## src/design/nidf_pkg.sv

```systemverilog
`default_nettype none
package nidf_pkg;
  // ==========================================================
  // Frame constants
  localparam logic [7:0] FRAME_TYPE = 8'h95;
  localparam logic [7:0] API_OPT_BASIC = 8'h00;
  localparam logic [15:0] ADDR16_UNKNOWN = 16'hfffe;
  localparam logic [7:0] TEXT_TERM = 8'h00;
  localparam logic [7:0] CSUM_BASE = 8'hff;
  // Arbitrary neutral identifiers; replace per product
  localparam logic [15:0] PROFILE_ID = 16'h0a01;
  localparam logic [15:0] MAKER_ID = 16'h0b02;
  // ==========================================================
  // Byte offsets within the frame
  localparam logic [4:0] POS_TYPE = 5'h03;
  localparam logic [4:0] POS_SRC64 = 5'h04;
  localparam logic [4:0] POS_SRC64_END = 5'h0b;
  localparam logic [4:0] POS_SRC16 = 5'h0c;
  localparam logic [4:0] POS_OPTS = 5'h0e;
  localparam logic [4:0] POS_REM16 = 5'h0f;
  localparam logic [4:0] POS_REM64 = 5'h11;
  localparam logic [4:0] POS_HEAD_END = 5'h18;
  // ==========================================================
  // Sizes
  localparam int TEXT_MAX = 20;
  localparam logic [4:0] TEXT_MAX_LEN = 5'h14;
  localparam logic [2:0] TAIL_LAST = 3'h7;
  localparam int FIFO_DEPTH = 4;
  localparam int FIFO_WIDTH = 9;
  typedef enum logic [2:0] {ST_IDLE, ST_HEAD, ST_TEXT, ST_TAIL, ST_CSUM} nidf_state_type;
endpackage : nidf_pkg
`default_nettype wire

```

## src/design/nidf_fifo.sv

```systemverilog
`default_nettype none
module nidf_fifo #(
  parameter int WIDTH = 8,
  parameter int DEPTH = 4
) (
  input wire logic clk, // Clock
  input wire logic rst_n, // Active low reset
  input wire logic in_valid, // Write request
  output logic in_ready, // Space available
  input wire logic [WIDTH-1:0] in_data, // Write data
  output logic out_valid, // Data available
  input wire logic out_ready, // Reader takes data
  output logic [WIDTH-1:0] out_data // Read data
);
  localparam int AW = (DEPTH > 1) ? $clog2(DEPTH) : 1;
  localparam logic [AW:0] FULL_CNT = (AW + 1)'(DEPTH);
  localparam logic [AW-1:0] LAST_IDX = AW'(DEPTH - 1);
  logic [WIDTH-1:0] mem_q [DEPTH];
  logic [AW-1:0] wr_ptr_q;
  logic [AW-1:0] rd_ptr_q;
  logic [AW:0] count_q;
  logic wr_fire;
  logic rd_fire;

  assign in_ready = (count_q != FULL_CNT);
  assign out_valid = (count_q != '0);
  assign out_data = mem_q[rd_ptr_q];
  assign wr_fire = in_valid && in_ready;
  assign rd_fire = out_valid && out_ready;

  always_ff @(posedge clk) begin
    if (wr_fire) begin
      mem_q[wr_ptr_q] <= in_data;
    end
  end

  always_ff @(posedge clk or negedge rst_n) begin
    if (!rst_n) begin
      wr_ptr_q <= '0;
      rd_ptr_q <= '0;
      count_q <= '0;
    end else begin
      if (wr_fire) begin
        wr_ptr_q <= (wr_ptr_q == LAST_IDX) ? '0 : wr_ptr_q + 1'b1;
      end
      if (rd_fire) begin
        rd_ptr_q <= (rd_ptr_q == LAST_IDX) ? '0 : rd_ptr_q + 1'b1;
      end
      if (wr_fire && !rd_fire) begin
        count_q <= count_q + 1'b1;
      end else if (rd_fire && !wr_fire) begin
        count_q <= count_q - 1'b1;
      end
    end
  end
endmodule : nidf_fifo
`default_nettype wire

```

## src/design/nidf_csum.sv

```systemverilog
`default_nettype none
module nidf_csum (
  input wire logic clk, // Clock
  input wire logic rst_n, // Active low reset
  input wire logic clear, // Start a new frame
  input wire logic add_en, // Add one byte
  input wire logic [7:0] add_byte, // Byte to add
  output logic [7:0] csum // Checksum of bytes so far
);
  logic [7:0] sum_q;

  // Modulo-256 sum; the checksum is the base minus it
  always_ff @(posedge clk or negedge rst_n) begin
    if (!rst_n) begin
      sum_q <= '0;
    end else if (clear) begin
      sum_q <= '0;
    end else if (add_en) begin
      sum_q <= sum_q + add_byte;
    end
  end

  assign csum = nidf_pkg::CSUM_BASE - sum_q;
endmodule : nidf_csum
`default_nettype wire

```

## src/design/nidf_framer.sv

```systemverilog
`default_nettype none
// Summary of operation
// - Frame type byte carries 0x95.
// - Frame is sent only for a received identification while output option is 0.
// - Sender 64-bit address in bytes 4 to 11, most significant first.
// - Sender 16-bit address in bytes 12 and 13, most significant first.
// - Receive options byte 14: 0x01 acknowledged, 0x02 broadcast.
// - Remote 16-bit address in bytes 15 and 16, 0xFFFE when unknown.
// - Remote 64-bit address in bytes 17 to 24.
// - Identifier text from byte 25, ended by one 0x00 byte.
// - Device role byte: 0 coordinator, 1 router, 2 end device.
// - Trigger byte: 1 pushbutton, 2 network join, 3 power cycle.
// - Two-byte profile identifier then two-byte maker identifier.
module nidf_framer (
  input wire logic MCLK, // 100 MHz clock
  input wire logic ARST_N, // Asynchronous reset, active low
  input wire logic NID_VALID, // Identification message received
  output logic NID_READY, // Framer idle, takes a message
  output logic NID_DROPPED, // Pulse: message ignored, option not basic
  input wire logic [7:0] API_OUTPUT_OPTION, // Output option setting
  input wire logic [63:0] SRC_ADDR64, // Sender 64-bit address
  input wire logic [15:0] SRC_ADDR16, // Sender 16-bit address
  input wire logic RX_ACKED, // Packet was acknowledged
  input wire logic RX_BCAST, // Packet was a broadcast
  input wire logic [15:0] REM_ADDR16, // Remote 16-bit address
  input wire logic REM_ADDR16_KNOWN, // Remote 16-bit address is known
  input wire logic [63:0] REM_ADDR64, // Remote 64-bit address
  input wire logic [159:0] NODE_IDENTIFIER_TEXT, // Text, char 0 in bits 7:0
  input wire logic [4:0] NODE_IDENTIFIER_LEN, // Text length, at most 20
  input wire logic [15:0] PARENT_ADDR16, // Parent 16-bit address
  input wire logic PARENT_VALID, // A parent applies
  input wire logic [1:0] DEVICE_ROLE, // Remote role code
  input wire logic [1:0] TRIGGER_CAUSE, // Triggering event code
  output logic [7:0] HOST_DATA, // Frame byte to host
  output logic HOST_VALID, // Frame byte valid
  output logic HOST_LAST, // Checksum byte, end of frame
  input wire logic HOST_READY // Host takes byte
);
  // ==========================================================
  // Reset release
  logic rst_meta_q;
  logic rst_n;

  always_ff @(posedge MCLK or negedge ARST_N) begin
    if (!ARST_N) begin
      rst_meta_q <= 1'b0;
      rst_n <= 1'b0;
    end else begin
      rst_meta_q <= 1'b1;
      rst_n <= rst_meta_q;
    end
  end

  // ==========================================================
  // Capture
  nidf_pkg::nidf_state_type state_q;
  logic [63:0] src64_q;
  logic [15:0] src16_q;
  logic [7:0] opts_q;
  logic [15:0] rem16_q;
  logic [63:0] rem64_q;
  logic [7:0] text_q [nidf_pkg::TEXT_MAX];
  logic [4:0] text_len_q;
  logic [15:0] parent_q;
  logic [7:0] role_q;
  logic [7:0] cause_q;
  logic [4:0] pos_q;
  logic [4:0] text_idx_q;
  logic [2:0] tail_idx_q;
  logic accept;
  logic start;
  logic wr_valid;
  logic wr_ready;
  logic wr_fire;
  logic [7:0] wr_byte;
  logic [7:0] text_byte;
  logic [7:0] head_byte;
  logic [7:0] tail_byte;
  logic [7:0] csum;

  assign accept = NID_VALID && NID_READY;
  assign start = accept && (API_OUTPUT_OPTION == nidf_pkg::API_OPT_BASIC);

  always_ff @(posedge MCLK) begin
    if (start) begin
      src64_q <= SRC_ADDR64;
      src16_q <= SRC_ADDR16;
      opts_q <= {6'h00, RX_BCAST, RX_ACKED};
      rem16_q <= REM_ADDR16_KNOWN ? REM_ADDR16 : nidf_pkg::ADDR16_UNKNOWN;
      rem64_q <= REM_ADDR64;
      parent_q <= PARENT_VALID ? PARENT_ADDR16 : nidf_pkg::ADDR16_UNKNOWN;
      role_q <= {6'h00, DEVICE_ROLE};
      cause_q <= {6'h00, TRIGGER_CAUSE};
      text_len_q <= (NODE_IDENTIFIER_LEN > nidf_pkg::TEXT_MAX_LEN) ? nidf_pkg::TEXT_MAX_LEN : NODE_IDENTIFIER_LEN;
      for (int i = 0; i < nidf_pkg::TEXT_MAX; i++) begin
        text_q[i] <= NODE_IDENTIFIER_TEXT[8*i +: 8];
      end
    end
  end

  // ==========================================================
  // Byte selection
  always_comb begin
    head_byte = nidf_pkg::FRAME_TYPE;
    if (pos_q >= nidf_pkg::POS_REM64) begin
      head_byte = rem64_q[8*(7 - (pos_q - nidf_pkg::POS_REM64)) +: 8];
    end else if (pos_q >= nidf_pkg::POS_REM16) begin
      head_byte = (pos_q == nidf_pkg::POS_REM16) ? rem16_q[15:8] : rem16_q[7:0];
    end else if (pos_q == nidf_pkg::POS_OPTS) begin
      head_byte = opts_q;
    end else if (pos_q >= nidf_pkg::POS_SRC16) begin
      head_byte = (pos_q == nidf_pkg::POS_SRC16) ? src16_q[15:8] : src16_q[7:0];
    end else if (pos_q >= nidf_pkg::POS_SRC64) begin
      head_byte = src64_q[8*(7 - (pos_q - nidf_pkg::POS_SRC64)) +: 8];
    end
  end

  // Stops at the length or at an embedded null, whichever comes first
  assign text_byte = (text_idx_q >= text_len_q) ? nidf_pkg::TEXT_TERM : text_q[text_idx_q];

  always_comb begin
    case (tail_idx_q)
      3'h0: tail_byte = parent_q[15:8];
      3'h1: tail_byte = parent_q[7:0];
      3'h2: tail_byte = role_q;
      3'h3: tail_byte = cause_q;
      3'h4: tail_byte = nidf_pkg::PROFILE_ID[15:8];
      3'h5: tail_byte = nidf_pkg::PROFILE_ID[7:0];
      3'h6: tail_byte = nidf_pkg::MAKER_ID[15:8];
      default: tail_byte = nidf_pkg::MAKER_ID[7:0];
    endcase
  end

  always_comb begin
    case (state_q)
      nidf_pkg::ST_HEAD: wr_byte = head_byte;
      nidf_pkg::ST_TEXT: wr_byte = text_byte;
      nidf_pkg::ST_TAIL: wr_byte = tail_byte;
      nidf_pkg::ST_CSUM: wr_byte = csum;
      default: wr_byte = 8'h00;
    endcase
  end

  assign wr_valid = (state_q != nidf_pkg::ST_IDLE);
  assign wr_fire = wr_valid && wr_ready;

  // ==========================================================
  // Sequencer
  always_ff @(posedge MCLK or negedge rst_n) begin
    if (!rst_n) begin
      state_q <= nidf_pkg::ST_IDLE;
      pos_q <= nidf_pkg::POS_TYPE;
      text_idx_q <= '0;
      tail_idx_q <= '0;
    end else begin
      case (state_q)
        nidf_pkg::ST_IDLE: begin
          pos_q <= nidf_pkg::POS_TYPE;
          text_idx_q <= '0;
          tail_idx_q <= '0;
          if (start) begin
            state_q <= nidf_pkg::ST_HEAD;
          end
        end
        nidf_pkg::ST_HEAD: begin
          if (wr_fire) begin
            pos_q <= pos_q + 5'h01;
            if (pos_q == nidf_pkg::POS_HEAD_END) begin
              state_q <= nidf_pkg::ST_TEXT;
            end
          end
        end
        nidf_pkg::ST_TEXT: begin
          if (wr_fire) begin
            text_idx_q <= text_idx_q + 5'h01;
            if (text_byte == nidf_pkg::TEXT_TERM) begin
              state_q <= nidf_pkg::ST_TAIL;
            end
          end
        end
        nidf_pkg::ST_TAIL: begin
          if (wr_fire) begin
            tail_idx_q <= tail_idx_q + 3'h1;
            if (tail_idx_q == nidf_pkg::TAIL_LAST) begin
              state_q <= nidf_pkg::ST_CSUM;
            end
          end
        end
        nidf_pkg::ST_CSUM: begin
          if (wr_fire) begin
            state_q <= nidf_pkg::ST_IDLE;
          end
        end
        default: state_q <= nidf_pkg::ST_IDLE;
      endcase
    end
  end

  always_ff @(posedge MCLK or negedge rst_n) begin
    if (!rst_n) begin
      NID_READY <= 1'b0;
      NID_DROPPED <= 1'b0;
    end else begin
      NID_DROPPED <= accept && !start;
      if (start) begin
        NID_READY <= 1'b0;
      end else if (state_q == nidf_pkg::ST_IDLE || (state_q == nidf_pkg::ST_CSUM && wr_fire)) begin
        NID_READY <= 1'b1;
      end
    end
  end

  nidf_csum u_csum (
    .clk(MCLK),
    .rst_n(rst_n),
    .clear(start),
    .add_en(wr_fire && state_q != nidf_pkg::ST_CSUM),
    .add_byte(wr_byte),
    .csum(csum)
  );

  // ==========================================================
  // Output buffer and host stage
  logic fifo_valid;
  logic fifo_ready;
  logic [nidf_pkg::FIFO_WIDTH-1:0] fifo_data;

  nidf_fifo #(
    .WIDTH(nidf_pkg::FIFO_WIDTH),
    .DEPTH(nidf_pkg::FIFO_DEPTH)
  ) u_fifo (
    .clk(MCLK),
    .rst_n(rst_n),
    .in_valid(wr_valid),
    .in_ready(wr_ready),
    .in_data({state_q == nidf_pkg::ST_CSUM, wr_byte}),
    .out_valid(fifo_valid),
    .out_ready(fifo_ready),
    .out_data(fifo_data)
  );

  assign fifo_ready = !HOST_VALID || HOST_READY;

  always_ff @(posedge MCLK or negedge rst_n) begin
    if (!rst_n) begin
      HOST_VALID <= 1'b0;
      HOST_DATA <= 8'h00;
      HOST_LAST <= 1'b0;
    end else if (fifo_ready) begin
      HOST_VALID <= fifo_valid;
      if (fifo_valid) begin
        HOST_DATA <= fifo_data[7:0];
        HOST_LAST <= fifo_data[8];
      end
    end
  end

  // ==========================================================
  // Checks
  logic [7:0] chk_sum_q;

  always_ff @(posedge MCLK or negedge rst_n) begin
    if (!rst_n) begin
      chk_sum_q <= '0;
    end else if (start) begin
      chk_sum_q <= '0;
    end else if (wr_fire) begin
      chk_sum_q <= chk_sum_q + wr_byte;
    end
  end
endmodule : nidf_framer
`default_nettype wire

```

## config.mk

```make
export PLATFORM = sky130hd
export DESIGN_NAME = nidf_framer
export DESIGN_NICKNAME = d
export VERILOG_FILES = /design/src/design/nidf_pkg.sv /design/src/design/nidf_fifo.sv /design/src/design/nidf_csum.sv /design/src/design/nidf_framer.sv
export SDC_FILE = /design/constraint.sdc
export NUM_CORES = 1
export LEC_CHECK = 0
export BUFFER_PORTS_ARGS = -buffer_cell sky130_fd_sc_hd__buf_2
export CORE_ASPECT_RATIO = 0.7
export CORE_MARGIN = 2
export CORE_UTILIZATION = 45
export DETAILED_ROUTE_END_ITERATION = 12
export HOLD_SLACK_MARGIN = 0.02
export PLACE_DENSITY_LB_ADDON = 0.1
export SLEW_MARGIN = 25
export SYNTH_ARGS = -nofsm -noshare
export SYNTH_HDL_FRONTEND = slang
export SYNTH_SLANG_ARGS = --single-unit
```

## constraint.sdc

```tcl
create_clock -name MCLK -period 1.9 [get_ports MCLK]
set_input_delay 0.095 -clock MCLK [delete_from_list [all_inputs] [get_ports MCLK]]
set_output_delay 0.095 -clock MCLK [all_outputs]
set_load 0.01 [all_outputs]
```

# After elaboration in Yosys (flattened, before gate mapping)
# Memories as Yosys holds them, arrays and structs flattened. A register that Yosys moved wholly into a read port is not among the register bits.
# Index checks and enable logic that the tools add are counted.
word_totals:
  n_memories: 2
  elab_cells: 142
  inputBits: 361
  mem_bits_rw: 196
  out_inout_bits: 12
  register_bits: 223
op_classes:
  magnitude_cmp: 6
  n_reduce_logical: 33
  shift: 2
  n_mux: 37
  addsub: 13
  n_eq_ne: 27
memory_table:
  columns: ["name", "words", "word_bits", "read_ports", "rd_clocked_by_memory_dff", "write_ports", "line_no", "rtl"]
  rows:
  - ["text_q", 20, 8, 1, 0, 20, "nidf_framer.sv:62", "logic [7:0] text_q [nidf_pkg::TEXT_MAX];"]
  - ["u_fifo.mem_q", 4, 9, 1, 1, 1, "nidf_fifo.sv:18", "logic [WIDTH-1:0] mem_q [DEPTH];"]
op_table:
  columns: ["operator", "count"]
  rows:
  - ["indexed part select 64 x 33 -> 8 bit", 2]
  - ["two-way mux 8 bit", 10]
  - ["one-hot mux 8 bit (7 select lines)", 1]
  - ["two-way mux 3 bit", 11]
  - ["one-hot mux 8 bit (4 select lines)", 1]
  - ["one-hot mux 5 bit (2 select lines)", 2]
  - ["logical NOT 8 bit", 2]
  - ["equality test 3 bit (second input constant)", 5]
  - ["equality test 5 x 4 -> 1 bit (second input constant)", 3]
  - ["one-hot mux 3 bit (5 select lines)", 1]
  - ["subtractor 4 x 6 -> 7 bit (first input constant)", 2]
  - ["equality test 3 x 2 -> 1 bit (second input constant)", 4]
  - ["nonzero test 2 bit", 6]
  - ["adder 5 x 1 -> 5 bit (second input constant)", 2]
  - [">= comparator 5 x 4 -> 1 bit (second input constant)", 2]
  - ["two-way mux 5 bit", 2]
  - ["inequality test 2 bit (second input constant)", 5]
  - ["logical AND 1 bit", 9]
  - ["adder 8 bit", 1]
  - ["AND reduction 2 bit", 4]
  - ["AND reduction 8 bit", 1]
  - ["subtractor 8 bit (first input constant)", 1]
  - ["adder 3 x 1 -> 3 bit (second input constant)", 2]
  - ["equality test 3 x 1 -> 1 bit (second input constant)", 2]
  - ["other kinds (19)", 37]

# Depth between registers and ports, before layout
logic_depth:
  word_depth: 12
  depth_mapped: 21
  ltp_nobuf: 19

# Hierarchy
# A second synthesis with hierarchy kept.
hier_totals:
  cells_unflattened: 1062
  area_unflattened_um2: 18104.9
by_module_without_submodules:
  columns: ["mod", "seq_area_each_um2", "area_per_inst_um2", "cells_each", "n_inst"]
  rows:
  - ["nidf_framer", 11173.2, 15682.5, 906, 1]
  - ["nidf_fifo", 1256.2, 1736.7, 83, 1]
  - ["nidf_csum", 200.2, 685.7, 73, 1]

# Least setup slack after synthesis
# OpenSTA, ideal clock, no wires.
synth_timing:
  path_type: "input to register"
  startpoint: "input port API_OUTPUT_OPTION[1]"
  endpoint: "register u_csum.sum_q[7]"
  t_arrival_ps: 11246
  path_slack_ps: -9487
  n_path_buf: 1
  setup_time_ps: 141
  path_stages: 6
  required_time_ps: 1759
  path_cell_list: "nor4_1 > nand2_1 > nor2_1 > clkbuf_1 > or2_2 > mux2i_1"
synth_via:
  elab_chain_cells: 3
  elab_cells_between_ends: 4
  cone_classes: "mux: 1; reduce/logical: 3"
synth_rtl:
  columns: ["element", "line_no", "rtl"]
  rows:
  - ["start, declared", "nidf_framer.sv:20", "input wire logic [7:0] API_OUTPUT_OPTION,"]
  - ["logical NOT 8 bit (*)", "nidf_framer.sv:82", "assign start = accept && (API_OUTPUT_OPTION == nidf_pkg::API_OPT_BASIC);"]
  - ["logical AND 1 bit (*)", "nidf_framer.sv:82", null]
  - ["net start", "nidf_framer.sv:71", "logic start;"]
  - ["two-way mux 8 bit / nonzero test 2 bit (equally long branches)", null, null]
  - ["end signal, assigned", "nidf_csum.sv:19", "sum_q <= sum_q + add_byte;"]
  - ["end, declared", "nidf_csum.sv:10", "logic [7:0] sum_q;"]
# The timed path passes the listed nets; every way through them passes the cells marked *.
# A chain may end at the register's enable or synchronous reset.

# Worst setup path after layout
layout_timing:
  startpoint: "register pos_q[0]"
  endpoint: "register u_csum.sum_q[7]"
layout_via:
  elab_chain_cells: 12
  elab_cells_between_ends: 24
  cone_classes: "add/sub: 5; order compare: 4; eq/ne: 3; shift: 2; mux: 10"
layout_rtl:
  columns: ["element", "line_no", "rtl"]
  rows:
  - ["start, declared", "nidf_framer.sv:67", "logic [4:0] pos_q;"]
  - ["start signal, assigned", "nidf_framer.sv:152", "pos_q <= nidf_pkg::POS_TYPE;"]
  - ["start signal, assigned", "nidf_framer.sv:158", "pos_q <= nidf_pkg::POS_TYPE;"]
  - ["start signal, assigned", "nidf_framer.sv:167", "pos_q <= pos_q + 5'h01;"]
  - ["subtractor 5 x 3 -> 6 bit", "nidf_framer.sv:114", "head_byte = src64_q[8*(7 - (pos_q - nidf_pkg::POS_SRC64)) +: 8];"]
  - ["subtractor 4 x 6 -> 7 bit", "nidf_framer.sv:114", null]
  - ["indexed part select 64 x 33 -> 8 bit", "nidf_framer.sv:114", null]
  - ["two-way mux 8 bit", "nidf_framer.sv:113", "end else if (pos_q >= nidf_pkg::POS_SRC64) begin"]
  - ["two-way mux 8 bit", "nidf_framer.sv:111", "end else if (pos_q >= nidf_pkg::POS_SRC16) begin"]
  - ["two-way mux 8 bit", "nidf_framer.sv:109", "end else if (pos_q == nidf_pkg::POS_OPTS) begin"]
  - ["two-way mux 8 bit", "nidf_framer.sv:107", "end else if (pos_q >= nidf_pkg::POS_REM16) begin"]
  - ["two-way mux 8 bit (*)", "nidf_framer.sv:105", "if (pos_q >= nidf_pkg::POS_REM64) begin"]
  - ["one-hot mux 8 bit (4 select lines) (*)", "nidf_framer.sv:135", "case (state_q)"]
  - ["net u_csum.add_byte[3]", "nidf_csum.sv:7", "input wire logic [7:0] add_byte,"]
  - ["adder 8 bit (*)", "nidf_csum.sv:19", null]
  - ["two-way mux 8 bit (*)", "nidf_csum.sv:18", "end else if (add_en) begin"]
  - ["two-way mux 8 bit (*)", "nidf_csum.sv:16", "end else if (clear) begin"]
# The timed path passes the listed nets; every way through them passes the cells marked *. The select of a mux whose other input is x is not followed.

==> impl_metrics.tcl <==
set metrics [dict create \
    viasPerCell 5.12 \
    synth_seq_area_share_pct 71.0 \
    worst_slew_pin_slew_ns 0.493 \
    io_pins 373 \
    dieArea_mm2 0.0411 \
    cts_buffer_depth 3 \
    fp-row-count 60 \
    min_from "NID_VALID" \
    relSlewSlack_pct 66.9 \
    cp-end-kind "register" \
    ys_warn_count 0 \
    reg2reg_to "u_csum.sum_q[7]" \
    antenna_found_initial 11 \
    critPathLaunchType "register" \
    io_buffer_count 372 \
    layout.cells.non_filler 2537 \
    ys_types 69 \
    cp_common_cell "mux2i_1" \
    syn_nets 1402 \
    chipWidth_um 242 \
    critical_path_required_ns 2.36 \
    wirelength_mm 54.3 \
    async_flop_share_pct 10.5 \
    skew_ns 0.0399 \
    failed_checks "setup timing" \
    hold_depth 4 \
    synth.ff_latch_count 428 \
    final_nets 2368 \
    cts_tree "done" \
    pre_cts_ws_ns -2.12 \
    place_area_mm2 0.0219 \
    dp_cells 2035 \
    fin_area_mm2 0.0279 \
    layout-drive-gt1-share_pct 41.9 \
    core_area_mm2 0.0387 \
    slowest_delay_ns 0.68 \
    antenna_left 0 \
    vias 13000 \
    worst_path_max_delay_cell "dfstp_2" \
    hold_class "in -> reg" \
    cp.arrival_ns 4.40 \
    synth_ff_type "edfxtp_1" \
    place_congestion 0.874 \
    dr.pass1.iters 5 \
    dp_hpwl_mm 34.4 \
    rsz0062_at_grt "true" \
    vdd_drop_max_mv 0.827 \
    r2r_slack_ns -2.04 \
    reg2regPathDepth 15 \
    start_util_pct 46.0 \
    powerDensity_mw_per_mm2 1190 \
    cts-htree-levels 2 \
    outcome "complete, but fails checks" \
    reg2reg_from "pos_q[0]" \
    cp_num_buf_inv 3 \
    slew_viol_final 0 \
    synth_area_leaders "edfxtp_1 (65%), mux4_2 (10%), dfrtp_1 (6.1%)" \
    grt_pass1_wl_mm 80.9 \
    cts.clk_slew.worst_paths_ns 0.06 \
    clock_latency_ns 0.57 \
    gr-usage-all-layers_pct 26.2 \
    cts_root_buffer "clkbuf_16" \
    dr.first_iter.drc_count 1243 \
    cts_made_buffers 43 \
    wire_per_inst_um 21.4 \
    timing.critical_path.cells "buf_12 -> mux4_2 -> mux2i_1 -> buf_4 -> o22ai_2 -> a22oi_2 -> o22ai_1 -> a221o_1 -> ha_1 -> inv_1 -> o21bai_2 -> a2111oi_4 -> or3_1 -> mux2i_1 -> mux2i_1" \
    critPathTopFamily "compound AO/OA/AOI/OAI gates" \
    max_freq_mhz 254 \
    grt_pass1_vias 13900 \
    fin_ws_ns -2.04 \
    clkSinkCount 428 \
    grt_remaining_overflow 0 \
    postSynthCellCount 1001 \
    syn_to_final_growth_pct 57.0 \
    cap_violations 0 \
    synth_top_area_share_pct 64.7 \
    die_h_um 170 \
    drc 0 \
    synth_top_area_cell "edfxtp_1" \
    crit_fanout 8 \
    synth_edf_count 383 \
    min_to "u_csum.sum_q[7]" \
    finalSetupViolations 43 \
    fin_crit_ns 3.94 \
    syn_area_per_cell_um2 17.8 \
    p_leak_nw 10.8 \
    finalCritPeriodShare_pct 207 \
    finalHoldViolations 0 \
    grt_max_degree 81 \
    syn_area_mm2 0.0178 \
    path_class "reg -> reg" \
]
[metrics by stage]
step	setup TNS [ns]	utilization, %	hold slack, ns	total power [mW]
2_1_floorplan	-62.94	-	-0.201	17.8
3_3_place_gp	-44.15	56.6	-0.121	22.1
3_5_place_dp	-45.57	56.6	-0.118	22.2
4_1_cts	-44.89	71.0	0.0462	32.0
5_1_grt	-49.10	72.2	0.0588	34.8
6_report	-45.43	72.2	0.0657	33.2
[placed cells by master (no fill, tap or decap), types with 6 or more instances in the layout]
master	n
a21o_1	6
a21oi_1	15
a21oi_2	12
a32oi_1	6
buf_12	24
buf_2	372
buf_4	157
buf_6	21
clkbuf_1	7
clkbuf_16	43
clkinv_1	8
clkinv_2	6
dfrtp_1	39
diode_2	10
dlygate4sd3_1	385
edfxtp_1	383
ha_1	28
ha_4	7
inv_1	22
mux2_2	19
mux2i_1	26
mux2i_4	7
mux4_2	80
nand2_1	48
nand2_2	6
nand2b_1	35
nand3_1	8
nor2_1	27
nor2b_1	9
o21ai_0	18
o21ai_1	10
o22ai_1	9
xnor2_1	6
[power breakdown]
group	switching, mW	total [mW]	leakage, nW	internal [mW]
sequential	0.460	11.7	4.02	11.2
clock	3.66	8.58	0.684	4.92
combinational	5.87	13.0	6.10	7.12
[cell usage after synthesis, drive strengths merged, types with 5 or more instances]
master / count
edfxtp: 383
mux4: 80
nand2: 54
dfrtp: 43
ha: 38
mux2i: 37
nand2b: 35
nor2: 31
o21ai: 31
a21oi: 27
inv: 27
buf: 22
mux2: 20
clkbuf: 19
o22ai: 14
nor2b: 9
a22oi: 8
nand3: 8
xnor2: 8
a32oi: 7
a21o: 6
and2: 6
a221o: 5
and3: 5
nor3: 5
or2: 5
xor2: 5
[registers in the layout (all words and copies together) (netlist names), 5 cells and up]
register / cells
pos_q: 5
u_csum.sum_q: 8
src16_q: 16
text_len_q: 5
u_fifo.mem_q: 36
text_idx_q: 5
src64_q: 64
HOST_DATA: 8
parent_q: 16
rem64_q: 64
text_q: 160
rem16_q: 16
[worst reg2reg max path, stage by stage (launching register included)]
cell and delay (ns):
dfstp_2 0.68, buf_12 0.17, mux4_2 0.51, mux2i_1 0.16, buf_4 0.15, o22ai_2 0.06
a22oi_2 0.20, o22ai_1 0.11, a221o_1 0.37, ha_1 0.33, inv_1 0.06, o21bai_2 0.20
a2111oi_4 0.11, or3_1 0.35, mux2i_1 0.17, mux2i_1 0.20
[routing by layer]
metal	track usage, %	wire length, µm	vias up
li1	-	-	5947
met2	42.5	26200	503
met1	36.5	22900	6435
met4	6.91	1200	6
met3	5.35	3900	92
met5	0	42	-
[worst max path at each step]
stage | start | end | slack, ns | cells after the start
2_1_floorplan | pos_q[1] | u_csum.sum_q[7] | -1.99 | 19
3_3_place_gp | pos_q[0] | u_csum.sum_q[7] | -2.07 | 14
3_5_place_dp | pos_q[0] | u_csum.sum_q[7] | -2.12 | 14
4_1_cts | pos_q[0] | u_csum.sum_q[7] | -1.99 | 15
5_1_grt | pos_q[0] | u_csum.sum_q[7] | -2.14 | 15
6_report | pos_q[0] | u_csum.sum_q[7] | -2.04 | 15
[area by class of cell]
type / count / area, µm²
diodes: 10 / 25.0
clock buffers: 55 / 1170
clock inverters: 23 / 244
fillers: 2491 / 10700
inverters: 29 / 118
multi-input cells: 503 / 5390
flip-flops and latches: 428 / 12600
well taps: 527 / 659
repair buffers: 962 / 7680
[cell families after synthesis]
| group | after synthesis | share of synthesized area [%] |
|---|---|---|
| buffers and inverters | 70 | 1.75 |
| adder cells (fa/ha/maj) | 40 | 2.90 |
| AND/OR/NAND/NOR | 178 | 5.11 |
| multiplexers | 137 | 13.5 |
| AO/OA/AOI/OAI | 134 | 5.01 |
| flip-flops | 428 | 71.0 |
| other | 1 | 0.0211 |
| XOR/XNOR | 13 | 0.683 |
[repair_timing]
| item | CTS | global route |
|---|---|---|
| setup buffers | 15 | 21 |
| endpoints found under the hold margin | 351 | 0 |
| gates cloned | 1 | 0 |
| hold buffers | 385 | 0 |
| resized for setup | 45 | 70 |
| pin swaps | 22 | 38 |
| setup endpoints to repair | 44 | 81 |
Note: power is estimated with default switching activity, not from simulation.
